===== src/hw/slc_pkg.sv =====
`default_nettype none
package slc_pkg;
  // ----------------------------------------------------------------
  // Register byte offsets
  // ----------------------------------------------------------------
  localparam int unsigned ADDR_W = 12;
  localparam logic [ADDR_W-1:0] OFS_CONFIG = 12'h000;
  localparam logic [ADDR_W-1:0] OFS_EXECUTE = 12'h004;
  localparam logic [ADDR_W-1:0] OFS_TX_LOW = 12'h008;
  localparam logic [ADDR_W-1:0] OFS_TX_MID = 12'h00C;
  localparam logic [ADDR_W-1:0] OFS_TX_HIGH = 12'h010;
  localparam logic [ADDR_W-1:0] OFS_RX_LOW = 12'h014;
  localparam logic [ADDR_W-1:0] OFS_RX_MID = 12'h018;
  localparam logic [ADDR_W-1:0] OFS_RX_HIGH = 12'h01C;
  localparam logic [ADDR_W-1:0] OFS_DIAG = 12'h020;
  localparam logic [ADDR_W-1:0] OFS_PIN_CFG = 12'h024;
  localparam logic [ADDR_W-1:0] OFS_STATUS = 12'h028;
  // ----------------------------------------------------------------
  // Field positions
  // ----------------------------------------------------------------
  localparam int unsigned CFG_CNT_LSB = 0;
  localparam int unsigned CFG_CPHA_BIT = 5;
  localparam int unsigned CFG_CPOL_BIT = 6;
  localparam int unsigned EXE_GO_BIT = 0;
  localparam int unsigned EXE_SS_BIT = 1;
  localparam int unsigned DIAG_LOOP_BIT = 0;
  localparam int unsigned PIN_EN_BIT = 0;
  localparam int unsigned STAT_BUSY_BIT = 0;
  localparam int unsigned STAT_DONE_BIT = 1;
  // ----------------------------------------------------------------
  // Reset values and limits
  // ----------------------------------------------------------------
  localparam logic [4:0] CNT_MAX = 5'h18;
  localparam logic [4:0] CNT_MIN = 5'h01;
  localparam logic [6:0] CONFIG_RST = 7'h18;
  localparam logic SS_RST = 1'b1;
  // ----------------------------------------------------------------
  // Timing
  // ----------------------------------------------------------------
  localparam int unsigned CLK_NS = 25;
  localparam int unsigned SCLK_HALF_NS = 100;
  localparam int unsigned SCLK_HALF_CYC = (SCLK_HALF_NS + CLK_NS - 1) / CLK_NS;
  typedef enum logic [0:0] {
    SLC_IDLE = 1'b0,
    SLC_SHIFT = 1'b1
  } slc_state_type;
endpackage
`default_nettype wire


===== src/hw/slc_sync2.sv =====
`timescale 1ns/1ps
`default_nettype none
module slc_sync2 #(
  parameter int unsigned WIDTH = 1
) (
  input wire logic clk_i,
  input wire logic rst_i,
  input wire logic [WIDTH-1:0] d_i,
  output logic [WIDTH-1:0] q_o
);
  logic [WIDTH-1:0] meta_q;
  logic [WIDTH-1:0] sync_q;
  always_ff @(posedge clk_i or posedge rst_i) begin
    if (rst_i) begin
      meta_q <= '0;
      sync_q <= '0;
    end else begin
      meta_q <= d_i;
      sync_q <= meta_q;
    end
  end
  assign q_o = sync_q;
endmodule // slc_sync2
`default_nettype wire


===== src/hw/slc_top.sv =====
// Functional notes
// - Execute 0x01 lowers select, starts transfer
// - Received bits land in three bytes, MSB first
// - Execute 0x02 raises select, no transfer
// - Diagnostic enable bit selects loopback mode
// - Loopback feeds transmitted bits into receive path
// - Loopback path is purely internal
// - Pins hold last levels during loopback
// - Loopback receive equals transmitted value
// - Select pin frozen at loopback entry
// - Polarity inverts clock, phase picks sample edge
// - Five-bit count gives 1 to 24 bits
// - Pin functions enabled only by pin-enable bit
// - Device drives clock, data-out, select; samples data-in
`timescale 1ns/1ps
`default_nettype none
module slc_top
  import slc_pkg::*;
#(
  parameter int unsigned HALF_CYC = SCLK_HALF_CYC
) (
  input wire logic clk_i,
  input wire logic rst_i,
  input wire logic psel_i,
  input wire logic penable_i,
  input wire logic pwrite_i,
  input wire logic [ADDR_W-1:0] paddr_i,
  input wire logic [31:0] pwdata_i,
  output logic [31:0] prdata_o,
  output logic pready_o,
  output logic pslverr_o,
  output logic sclk_o,
  output logic sclk_oe_o,
  output logic mosi_o,
  output logic mosi_oe_o,
  output logic ss_n_o,
  output logic ss_n_oe_o,
  input wire logic miso_i
);
  // ----------------------------------------------------------------
  // Registers
  // ----------------------------------------------------------------
  logic [4:0] cnt_q;
  logic cpha_q;
  logic cpol_q;
  logic ss_ctrl_q;
  logic go_q;
  logic [23:0] tx_q;
  logic [23:0] rx_q;
  logic loop_q;
  logic pin_en_q;
  logic done_q;
  logic pready_q;
  logic pslverr_q;
  logic [31:0] prdata_q;
  slc_state_type state_q;
  logic [7:0] div_q;
  logic [5:0] edge_q;
  logic sclk_int_q;
  logic mosi_int_q;
  logic [23:0] tx_sh_q;
  logic [23:0] rx_sh_q;
  logic sclk_q;
  logic mosi_q;
  logic ss_n_q;
  logic oe_q;
  logic miso_s;
  logic wr_en;
  logic [31:0] rd_data;
  logic rd_err;
  logic [4:0] n_eff;
  logic [23:0] tx_load;
  logic lead;
  logic sample;
  logic rx_bit;
  logic [23:0] rx_nxt;
  logic last_edge;

  slc_sync2 #(
    .WIDTH(1)
  ) u_miso_sync (
    .clk_i(clk_i),
    .rst_i(rst_i),
    .d_i(miso_i),
    .q_o(miso_s)
  );

  // ----------------------------------------------------------------
  // APB write side
  // ----------------------------------------------------------------
  assign wr_en = psel_i & penable_i & pready_q & pwrite_i;

  always_ff @(posedge clk_i or posedge rst_i) begin
    if (rst_i) begin
      cnt_q <= CONFIG_RST[4:0];
      cpha_q <= CONFIG_RST[CFG_CPHA_BIT];
      cpol_q <= CONFIG_RST[CFG_CPOL_BIT];
      ss_ctrl_q <= SS_RST;
      go_q <= 1'b0;
      tx_q <= '0;
      loop_q <= 1'b0;
      pin_en_q <= 1'b0;
    end else begin
      // Trigger is a one-cycle pulse; a start while busy is dropped
      go_q <= 1'b0;
      if (wr_en) begin
        if (paddr_i == OFS_CONFIG) begin
          cnt_q <= pwdata_i[CFG_CNT_LSB+:5];
          cpha_q <= pwdata_i[CFG_CPHA_BIT];
          cpol_q <= pwdata_i[CFG_CPOL_BIT];
        end else if (paddr_i == OFS_EXECUTE) begin
          ss_ctrl_q <= pwdata_i[EXE_SS_BIT];
          go_q <= pwdata_i[EXE_GO_BIT] & (state_q == SLC_IDLE) & ~go_q;
        end else if (paddr_i == OFS_TX_LOW) begin
          tx_q[7:0] <= pwdata_i[7:0];
        end else if (paddr_i == OFS_TX_MID) begin
          tx_q[15:8] <= pwdata_i[7:0];
        end else if (paddr_i == OFS_TX_HIGH) begin
          tx_q[23:16] <= pwdata_i[7:0];
        end else if (paddr_i == OFS_DIAG) begin
          loop_q <= pwdata_i[DIAG_LOOP_BIT];
        end else if (paddr_i == OFS_PIN_CFG) begin
          pin_en_q <= pwdata_i[PIN_EN_BIT];
        end
      end
    end
  end

  // ----------------------------------------------------------------
  // APB read side
  // ----------------------------------------------------------------
  always_comb begin
    rd_data = 32'h0000_0000;
    rd_err = 1'b0;
    if (paddr_i == OFS_CONFIG) begin
      rd_data[6:0] = {cpol_q, cpha_q, cnt_q};
    end else if (paddr_i == OFS_EXECUTE) begin
      rd_data[EXE_SS_BIT] = ss_ctrl_q;
    end else if (paddr_i == OFS_TX_LOW) begin
      rd_data[7:0] = tx_q[7:0];
    end else if (paddr_i == OFS_TX_MID) begin
      rd_data[7:0] = tx_q[15:8];
    end else if (paddr_i == OFS_TX_HIGH) begin
      rd_data[7:0] = tx_q[23:16];
    end else if (paddr_i == OFS_RX_LOW) begin
      rd_data[7:0] = rx_q[7:0];
    end else if (paddr_i == OFS_RX_MID) begin
      rd_data[7:0] = rx_q[15:8];
    end else if (paddr_i == OFS_RX_HIGH) begin
      rd_data[7:0] = rx_q[23:16];
    end else if (paddr_i == OFS_DIAG) begin
      rd_data[DIAG_LOOP_BIT] = loop_q;
    end else if (paddr_i == OFS_PIN_CFG) begin
      rd_data[PIN_EN_BIT] = pin_en_q;
    end else if (paddr_i == OFS_STATUS) begin
      rd_data[STAT_BUSY_BIT] = go_q | (state_q == SLC_SHIFT);
      rd_data[STAT_DONE_BIT] = done_q;
    end else begin
      rd_err = 1'b1;
    end
  end

  // One wait state keeps every response output registered
  always_ff @(posedge clk_i or posedge rst_i) begin
    if (rst_i) begin
      pready_q <= 1'b0;
      pslverr_q <= 1'b0;
      prdata_q <= 32'h0000_0000;
    end else begin
      pready_q <= psel_i & penable_i & ~pready_q;
      pslverr_q <= psel_i & penable_i & ~pready_q & rd_err;
      if (psel_i & penable_i & ~pready_q & ~pwrite_i) begin
        prdata_q <= rd_data;
      end else begin
        prdata_q <= 32'h0000_0000;
      end
    end
  end

  // ----------------------------------------------------------------
  // Shift engine
  // ----------------------------------------------------------------
  // Out-of-range counts are clamped rather than rejected
  assign n_eff = (cnt_q == 5'h00) ? CNT_MIN : ((cnt_q > CNT_MAX) ? CNT_MAX : cnt_q);
  assign tx_load = tx_q << (CNT_MAX - n_eff);
  assign lead = ~edge_q[0];
  assign sample = lead ^ cpha_q;
  assign rx_bit = loop_q ? mosi_int_q : miso_s;
  assign rx_nxt = sample ? {rx_sh_q[22:0], rx_bit} : rx_sh_q;
  assign last_edge = (edge_q == ({1'b0, n_eff} << 1) - 6'h01);

  always_ff @(posedge clk_i or posedge rst_i) begin
    if (rst_i) begin
      state_q <= SLC_IDLE;
      div_q <= 8'h00;
      edge_q <= 6'h00;
      sclk_int_q <= 1'b0;
      mosi_int_q <= 1'b0;
      tx_sh_q <= 24'h00_0000;
      rx_sh_q <= 24'h00_0000;
      rx_q <= 24'h00_0000;
      done_q <= 1'b0;
    end else begin
      case (state_q)
        SLC_IDLE: begin
          sclk_int_q <= cpol_q;
          if (go_q) begin
            state_q <= SLC_SHIFT;
            div_q <= 8'h00;
            edge_q <= 6'h00;
            done_q <= 1'b0;
            rx_sh_q <= 24'h00_0000;
            // Phase 0 must present its first bit before the first edge
            if (!cpha_q) begin
              mosi_int_q <= tx_load[23];
              tx_sh_q <= tx_load << 1;
            end else begin
              tx_sh_q <= tx_load;
            end
          end
        end
        SLC_SHIFT: begin
          if (div_q == 8'(HALF_CYC - 1)) begin
            div_q <= 8'h00;
            sclk_int_q <= ~sclk_int_q;
            edge_q <= edge_q + 6'h01;
            rx_sh_q <= rx_nxt;
            if (!sample && !last_edge) begin
              mosi_int_q <= tx_sh_q[23];
              tx_sh_q <= tx_sh_q << 1;
            end
            if (last_edge) begin
              state_q <= SLC_IDLE;
              rx_q <= rx_nxt;
              done_q <= 1'b1;
            end
          end else begin
            div_q <= div_q + 8'h01;
          end
        end
        default: begin
          state_q <= SLC_IDLE;
        end
      endcase
    end
  end

  // ----------------------------------------------------------------
  // Pin drivers
  // ----------------------------------------------------------------
  // Pins only follow the engine outside loopback, so they keep the
  // level they had, select included, when loopback was entered.
  always_ff @(posedge clk_i or posedge rst_i) begin
    if (rst_i) begin
      sclk_q <= 1'b0;
      mosi_q <= 1'b0;
      ss_n_q <= SS_RST;
      oe_q <= 1'b0;
    end else begin
      oe_q <= pin_en_q;
      if (!loop_q) begin
        sclk_q <= (state_q == SLC_SHIFT) ? sclk_int_q : cpol_q;
        mosi_q <= mosi_int_q;
        ss_n_q <= ss_ctrl_q;
      end
    end
  end

  assign prdata_o = prdata_q;
  assign pready_o = pready_q;
  assign pslverr_o = pslverr_q;
  assign sclk_o = sclk_q;
  assign mosi_o = mosi_q;
  assign ss_n_o = ss_n_q;
  assign sclk_oe_o = oe_q;
  assign mosi_oe_o = oe_q;
  assign ss_n_oe_o = oe_q;
endmodule // slc_top
`default_nettype wire

===== config.mk =====
export PLATFORM = sky130hd
export DESIGN_NAME = slc_top
export DESIGN_NICKNAME = d
export VERILOG_FILES = /design/src/hw/slc_pkg.sv /design/src/hw/slc_sync2.sv /design/src/hw/slc_top.sv
export SDC_FILE = /design/constraint.sdc
export NUM_CORES = 1
export LEC_CHECK = 0
export ABC_AREA = 1
export ABC_CLOCK_PERIOD_IN_PS = 9030
export BUFFER_PORTS_ARGS = -buffer_cell sky130_fd_sc_hd__clkbuf_2
export CAP_MARGIN = 5
export CORE_MARGIN = 2
export CORE_UTILIZATION = 45
export DETAILED_ROUTE_END_ITERATION = 10
export PLACE_DENSITY_LB_ADDON = 0.05
export SLEW_MARGIN = 40
export SYNTH_ARGS = -nofsm -noshare
export SYNTH_HDL_FRONTEND = slang
export SYNTH_SLANG_ARGS = --single-unit

===== constraint.sdc =====
create_clock -name clk_i -period 9.03 [get_ports clk_i]
set_input_delay 1.3545 -clock clk_i [delete_from_list [all_inputs] [get_ports clk_i]]
set_output_delay 1.3545 -clock clk_i [all_outputs]
set_load 0.02 [all_outputs]

==> impl_metrics.yaml, run 1 <==
outcome:
  status: "finished, final reports clean"
logic_synthesis:
  synth_flop_cell: "dfrtp_1"
  synth_adder_area_share_pct: 0.584
  synth_top_family_by_area: "simple AND/OR/NAND/NOR gates"
  syn_inst: 1193
  synth_edf_count: 0
  ys_seq_elements: 141
  syn_area_per_cell_sq_um: 7.19
  syn-cell-area_sq_um: 8570
  ys_types: 46
  yosysTopAreaCellShare_pct: 40.0
  yosysMostFrequentCell: "nand2_1"
  yosysWarnings: 0
  synth.area.top_cells: "dfrtp_1 (40%), nand2_1 (14%), nand3_1 (10%)"
  ys_seq_area_share_pct: 41.2
  synth_common_cells: "nand2_1 (313), nand3_1 (179), dfrtp_1 (137)"
  yosys.area.top_type: "dfrtp_1"
  synth-simple-area-share_pct: 31.8
  synth-xor-area-share_pct: 1.01
  synth-compound-area-share_pct: 14.4
  ys_async_sr_fraction_pct: 100
  muxShareOfSynthArea_pct: 0
global_route:
  grt_pass1_wl_um: 39000
  grt_max_degree: 81
  grt_pass1_vias: 7453
  grt_overflow: 0
  grt_usage_pct: 24.8
  antenna_found_initial: 0
sta:
  maxSlewHeadroom_pct: 44.0
  finalSetupViolCount: 0
  rsz0062_at_grt: "no"
  hold_viol: 0
  tightest_slew_ns: 0.833
  min_period_ns: 4.50
  fin_crit_sh_pct: 49.8
  timing.fmax_ghz: 0.222
  finalSetupTns_ns: 0
  maxSlewViolCount: 0
  fin_worst_skew_ns: 0.00892
cells_and_area:
  drive_gt1_share_pct: 10.2
  num_antenna_cells: 0
  multi_input_area_sq_um: 4210
  nFillCells: 1886
  nets: 1258
  area_delta_synth_final_pct: 9.27
  final_cells: 1451
  seqCellArea_sq_um: 3530
hold_path:
  hp-class: "flop to flop"
  hold_path_depth: 0
  min_from: "u_miso_sync.meta_q"
die:
  start_util_pct: 45.8
  fp.dieH_um: 142
  dieArea_sq_um: 20200
  die_w_um: 142
  io_pins: 90
  coreArea_sq_um: 18700
  rows: 50
power_and_ir_drop:
  powerDensity_nw_per_um2: 150
  peakVddDrop_v: 0.000115
  leakagePower_uw: 0.00441
worst_setup_path:
  crit_required_ns: 9.33
  rrSetupSlack_ns: 4.53
  crit_type: "flop to flop"
  r2r_start: "cnt_q[2]"
  worstPathMaxFanout: 47
  arrival_ns: 4.80
  start_kind: "flop"
  rr_worst_depth: 15
  cp-end-kind: "flop"
  worstSetupStartpoint: "cnt_q[2]"
drt:
  drt_wl_total_um: 23600
  detail-route-antenna-nets: 0
  viasPerCell: 5.42
  drt_iter0_drc: 726
  first_pass_iters: 7
  vias: 7858
  drc: 0
  avgRoutedWirePerCell_um: 16.3
clock_tree:
  cts_hold_buf: 0
  cts_tree: "done"
  cts_buffers: 17
  h-tree-depth: 4
  postCtsSetupRepairBufs: 0
  cts_resized: 0
  clkLatencyLatePin_ns: 0.44
  cts_sinks: 141
  cts_root_buffer: "clkbuf_16"
  clockBufferDepth: 2
  clk_pin_slew_ns: 0.06
place:
  gp_congestion: 0.918
  dp_hpwl_um: 16500
  numPortBuffers: 41
  dp_cells: 1419
flow_run:
  max_cap_viol_count: 0
[flip-flops by register name, summed over array words and instances (netlist names), 5 cells and up]
name      count
tx_sh_q      24
cnt_q         5
div_q         8
rx_q         24
prdata_o      8
rx_sh_q      24
edge_q        6
tx_q         24
[cells by family after synthesis]
logic type	Yosys count
compound gates	221
xor+xnor	9
flops	141
buf+inv	200
simple gates	617
other cells	1
fa+ha+maj	4
[worst max-delay path, stage by stage (launching register included)]
cell,delay (ns)
dfrtp_1,0.47
nor2_2,0.24
nand3_4,0.33
nand2_4,0.42
inv_4,0.09
ha_2,0.66
clkinv_1,0.27
buf_4,0.29
a21oi_1,0.17
nand3_1,0.13
nor2_4,0.14
nand3_4,0.12
nor2_4,0.14
clkinv_2,0.52
nand2_1,0.25
o21ai_2,0.07
[metal layers]
metal  track usage, %  share of wire, %  vias to the layer above
met2             38.9                45                      241
li1                 -                 -                     3919
met3             4.41               5.7                       47
met4             9.68               3.1                        0
met5                0                 0                        -
met1             34.4                46                     3651
[final timing paths]
check	to
max	rx_q[17]
max in group asynchronous	state_q
min reg2reg	u_miso_sync.q_o
min	u_miso_sync.q_o
min in group asynchronous	tx_q[21]
max reg2reg	rx_q[17]
[layout by cell type (no fill, tap or decap), drive strengths merged]
cell / netlist / layout
clkinvlp: 0 / 2
ha: 4 / 4
a21oi: 34 / 34
nand3: 181 / 181
nor2: 76 / 76
clkinv: 3 / 9
a21boi: 7 / 7
xor2: 6 / 6
nor4: 2 / 2
bufinv: 0 / 2
nand4: 15 / 15
o22ai: 21 / 21
nand2: 321 / 321
a22oi: 3 / 3
nand3b: 1 / 1
o21ai: 142 / 142
buf: 57 / 6
o32ai: 1 / 1
a31oi: 1 / 1
dfrtp: 137 / 137
clkbuf: 21 / 58
or2: 9 / 9
a22o: 1 / 1
inv: 119 / 124
dfstp: 4 / 4
a221oi: 1 / 1
xnor2: 3 / 3
conb: 1 / 24
o221ai: 1 / 1
o211ai: 7 / 7
nor3: 12 / 12
o2111ai: 2 / 2
[area by class of cell]
type | instances | area share (%)
clock buffer | 17 | 4.54
multi-input combinational | 875 | 44.9
timing repair buffer | 47 | 2.71
inverter | 122 | 5.01
sequential | 141 | 37.7
tap | 234 | 3.13
clock inverter | 15 | 1.95
[power breakdown]
group          total [uW]  switching (uW)  internal (uW)
logic                39.1            31.9           7.18
clock network         731             313            418
registers             633           0.507            633
[stage by stage]
| stage | power, uW | utilization [%] | setup WS [ns] | hold WS [ns] | cell area, sq um |
|---|---|---|---|---|---|
| finish | 1400 | 50.1 | 4.53 | 0.350 | 9370 |
| floorplan | 679 | - | 3.90 | 0.331 | 8660 |
| global route | 1450 | 50.1 | 4.10 | 0.365 | 9370 |
| CTS | 1410 | 50.0 | 4.75 | 0.354 | 9360 |
| global placement | 685 | 46.7 | 4.25 | 0.332 | 8740 |
| detailed placement | 685 | 46.8 | 4.77 | 0.340 | 8750 |
Note: power is estimated with default switching activity, not from simulation.
==> run 2, diff against run 1 <==
ABC_CLOCK_PERIOD_IN_PS = 4400   (was 9030)
clock period = 4.4 ns   (was 9.03 ns; I/O delays follow)
==> run 2 against run 1 <==
Net effect: non-clock buffer count rose by 7; routed wire length rose by 0.17%; clock skew rose by 0.0035 ns; design area rose by 0.59%; critical path depth did not move; first-iteration DRC count fell by 8.7%; flip-flop and latch count did not move; largest cell class unchanged; register-to-register slack got worse by 3.8 ns; clock power rose by 100%; via count rose by 0.24%; critical path type unchanged; hold slack got worse by 0.091 ns; worst setup slack got worse by 3.8 ns.
==> impl_metrics.yaml, run 2 (synthesized netlist as in run 1, its figures left out) <==
clock_tree:
  postCtsSetupRepairBufs: 0
  cts_buffers: 17
  h-tree-depth: 4
  cts_root_buffer: "clkbuf_16"
  clockBufferDepth: 2
  clk_pin_slew_ns: 0.07
  cts_tree: "done"
  cts_resized: 0
  cts_hold_buf: 0
  cts_sinks: 141
  clkLatencyLatePin_ns: 0.44
cells_and_area:
  area_delta_synth_final_pct: 9.91
  design_area_sq_um: 9420
  num_antenna_cells: 0
  nets: 1265
  multi_input_area_sq_um: 4200
  final_cells: 1458
  drive_gt1_share_pct: 10.5
  final_common_cell: "nand2_1"
  nFillCells: 1895
  seqCellArea_sq_um: 3530
  layout_common_cells: "nand2_1 (313), nand3_1 (179), dfrtp_1 (137), inv_1 (113), o21ai_0 (112)"
  fin_util_pct: 50.4
global_route:
  grt_pass1_wl_um: 39200
  grt_usage_pct: 24.7
  antenna_found_initial: 0
  grt_overflow: 0
  grt_max_degree: 142
  grt_pass1_vias: 7530
worst_setup_path:
  cp-end-kind: "flop"
  worstPathMaxFanout: 47
  crit_required_ns: 4.70
  crit_type: "flop to flop"
  start_kind: "flop"
  arrival_ns: 3.99
  cpMaxStageDelayCell: "clkinv_2"
  worstPathCellList: "nor2_1 > nand3_4 > nand2_4 > inv_4 > ha_1 > clkinv_1 > o21ai_0 > a21oi_1 > nand3_1 > nor2_4 > nand3_4 > nor2_4 > clkinv_2 > nand2_1 > o21ai_2"
  slowest_delay_ns: 0.54
outcome:
  status: "finished, final reports clean"
sta:
  maxSlewViolCount: 0
  timing.fmax_ghz: 0.271
  finalSetupTns_ns: 0
  rsz0062_at_grt: "no"
  min_period_ns: 3.68
  finalSetupViolCount: 0
  tightest_slew_ns: 0.745
  maxSlewHeadroom_pct: 50.2
  hold_viol: 0
  fin_crit_sh_pct: 83.7
  fin_worst_skew_ns: 0.0124
die:
  io_pins: 90
  rows: 50
  die_w_um: 142
  dieArea_sq_um: 20200
  start_util_pct: 45.8
  fp.dieH_um: 142
  coreArea_sq_um: 18700
drt:
  drt_wl_total_um: 23600
  viasPerCell: 5.40
  vias: 7877
  first_pass_iters: 7
  avgRoutedWirePerCell_um: 16.2
  detail-route-antenna-nets: 0
  drt_iter0_drc: 663
  drc: 0
power_and_ir_drop:
  powerDensity_nw_per_um2: 303
  peakVddDrop_v: 0.000288
  leakagePower_uw: 0.00445
place:
  numPortBuffers: 41
  postPlaceCellArea_sq_um: 8800
  dp_cells: 1425
  gp_congestion: 0.890
  dp_hpwl_um: 16500
hold_path:
  hp-class: "input port to async pin"
flow_run:
  max_cap_viol_count: 0
## run 2: final cells by class
class	count	area share [%]
clock inverter	15	1.78
multi-input combinational	875	44.6
clock buffer	17	4.51
tap	234	3.11
inverter	122	4.94
timing repair buffer	54	3.56
sequential	141	37.5
## run 2: layer usage
metal | wire length [um] | global-route usage (%)
met1 | 11000 | 34.3
met2 | 10800 | 39.4
met3 | 1260 | 4.61
met4 | 589 | 7.74
met5 | 0 | 0
## run 2: path summary, 6_finish.rpt
path	startpoint	endpoint	slack, ns	cells past startpoint
setup / recovery	cnt_q[0]	rx_q[17]	0.72	15
hold / removal	rst_i	tx_q[5]	0.26	3
setup reg to reg	cnt_q[0]	rx_q[17]	0.72	15
hold reg to reg	u_miso_sync.meta_q	u_miso_sync.q_o	0.35	0
max in group asynchronous	rst_i	ss_n_o	3.34	4
min in group clk_i	miso_i	u_miso_sync.meta_q	0.33	1
## run 2: critical path, delay by kind of cell, from the launching register on
family | cells | cell delay, ns
flip-flops | 1 | 0.43
AND/OR/NAND/NOR | 8 | 1.82
AO/OA/AOI/OAI | 3 | 0.26
buffers and inverters | 3 | 0.71
adder cells (fa/ha/maj) | 1 | 0.32
## run 2: through the flow
stage | power [uW] | hold slack, ns | setup WS (ns)
after floorplan | 1390 | 0.331 | 1.75
after global placement | 1410 | 0.333 | 1.01
after detailed placement | 1410 | 0.338 | 0.949
after CTS | 2890 | 0.318 | 0.921
after global routing | 2960 | 0.279 | 0.333
final | 2860 | 0.259 | 0.715
## run 2: power by group
group / total, uW / switching, uW / internal [uW] / leakage (uW)
sequential: 1300 / 1.15 / 1300 / 0.00194
clock: 1480 / 667 / 809 / 0.000291
combinational: 84.2 / 66.0 / 18.2 / 0.00222
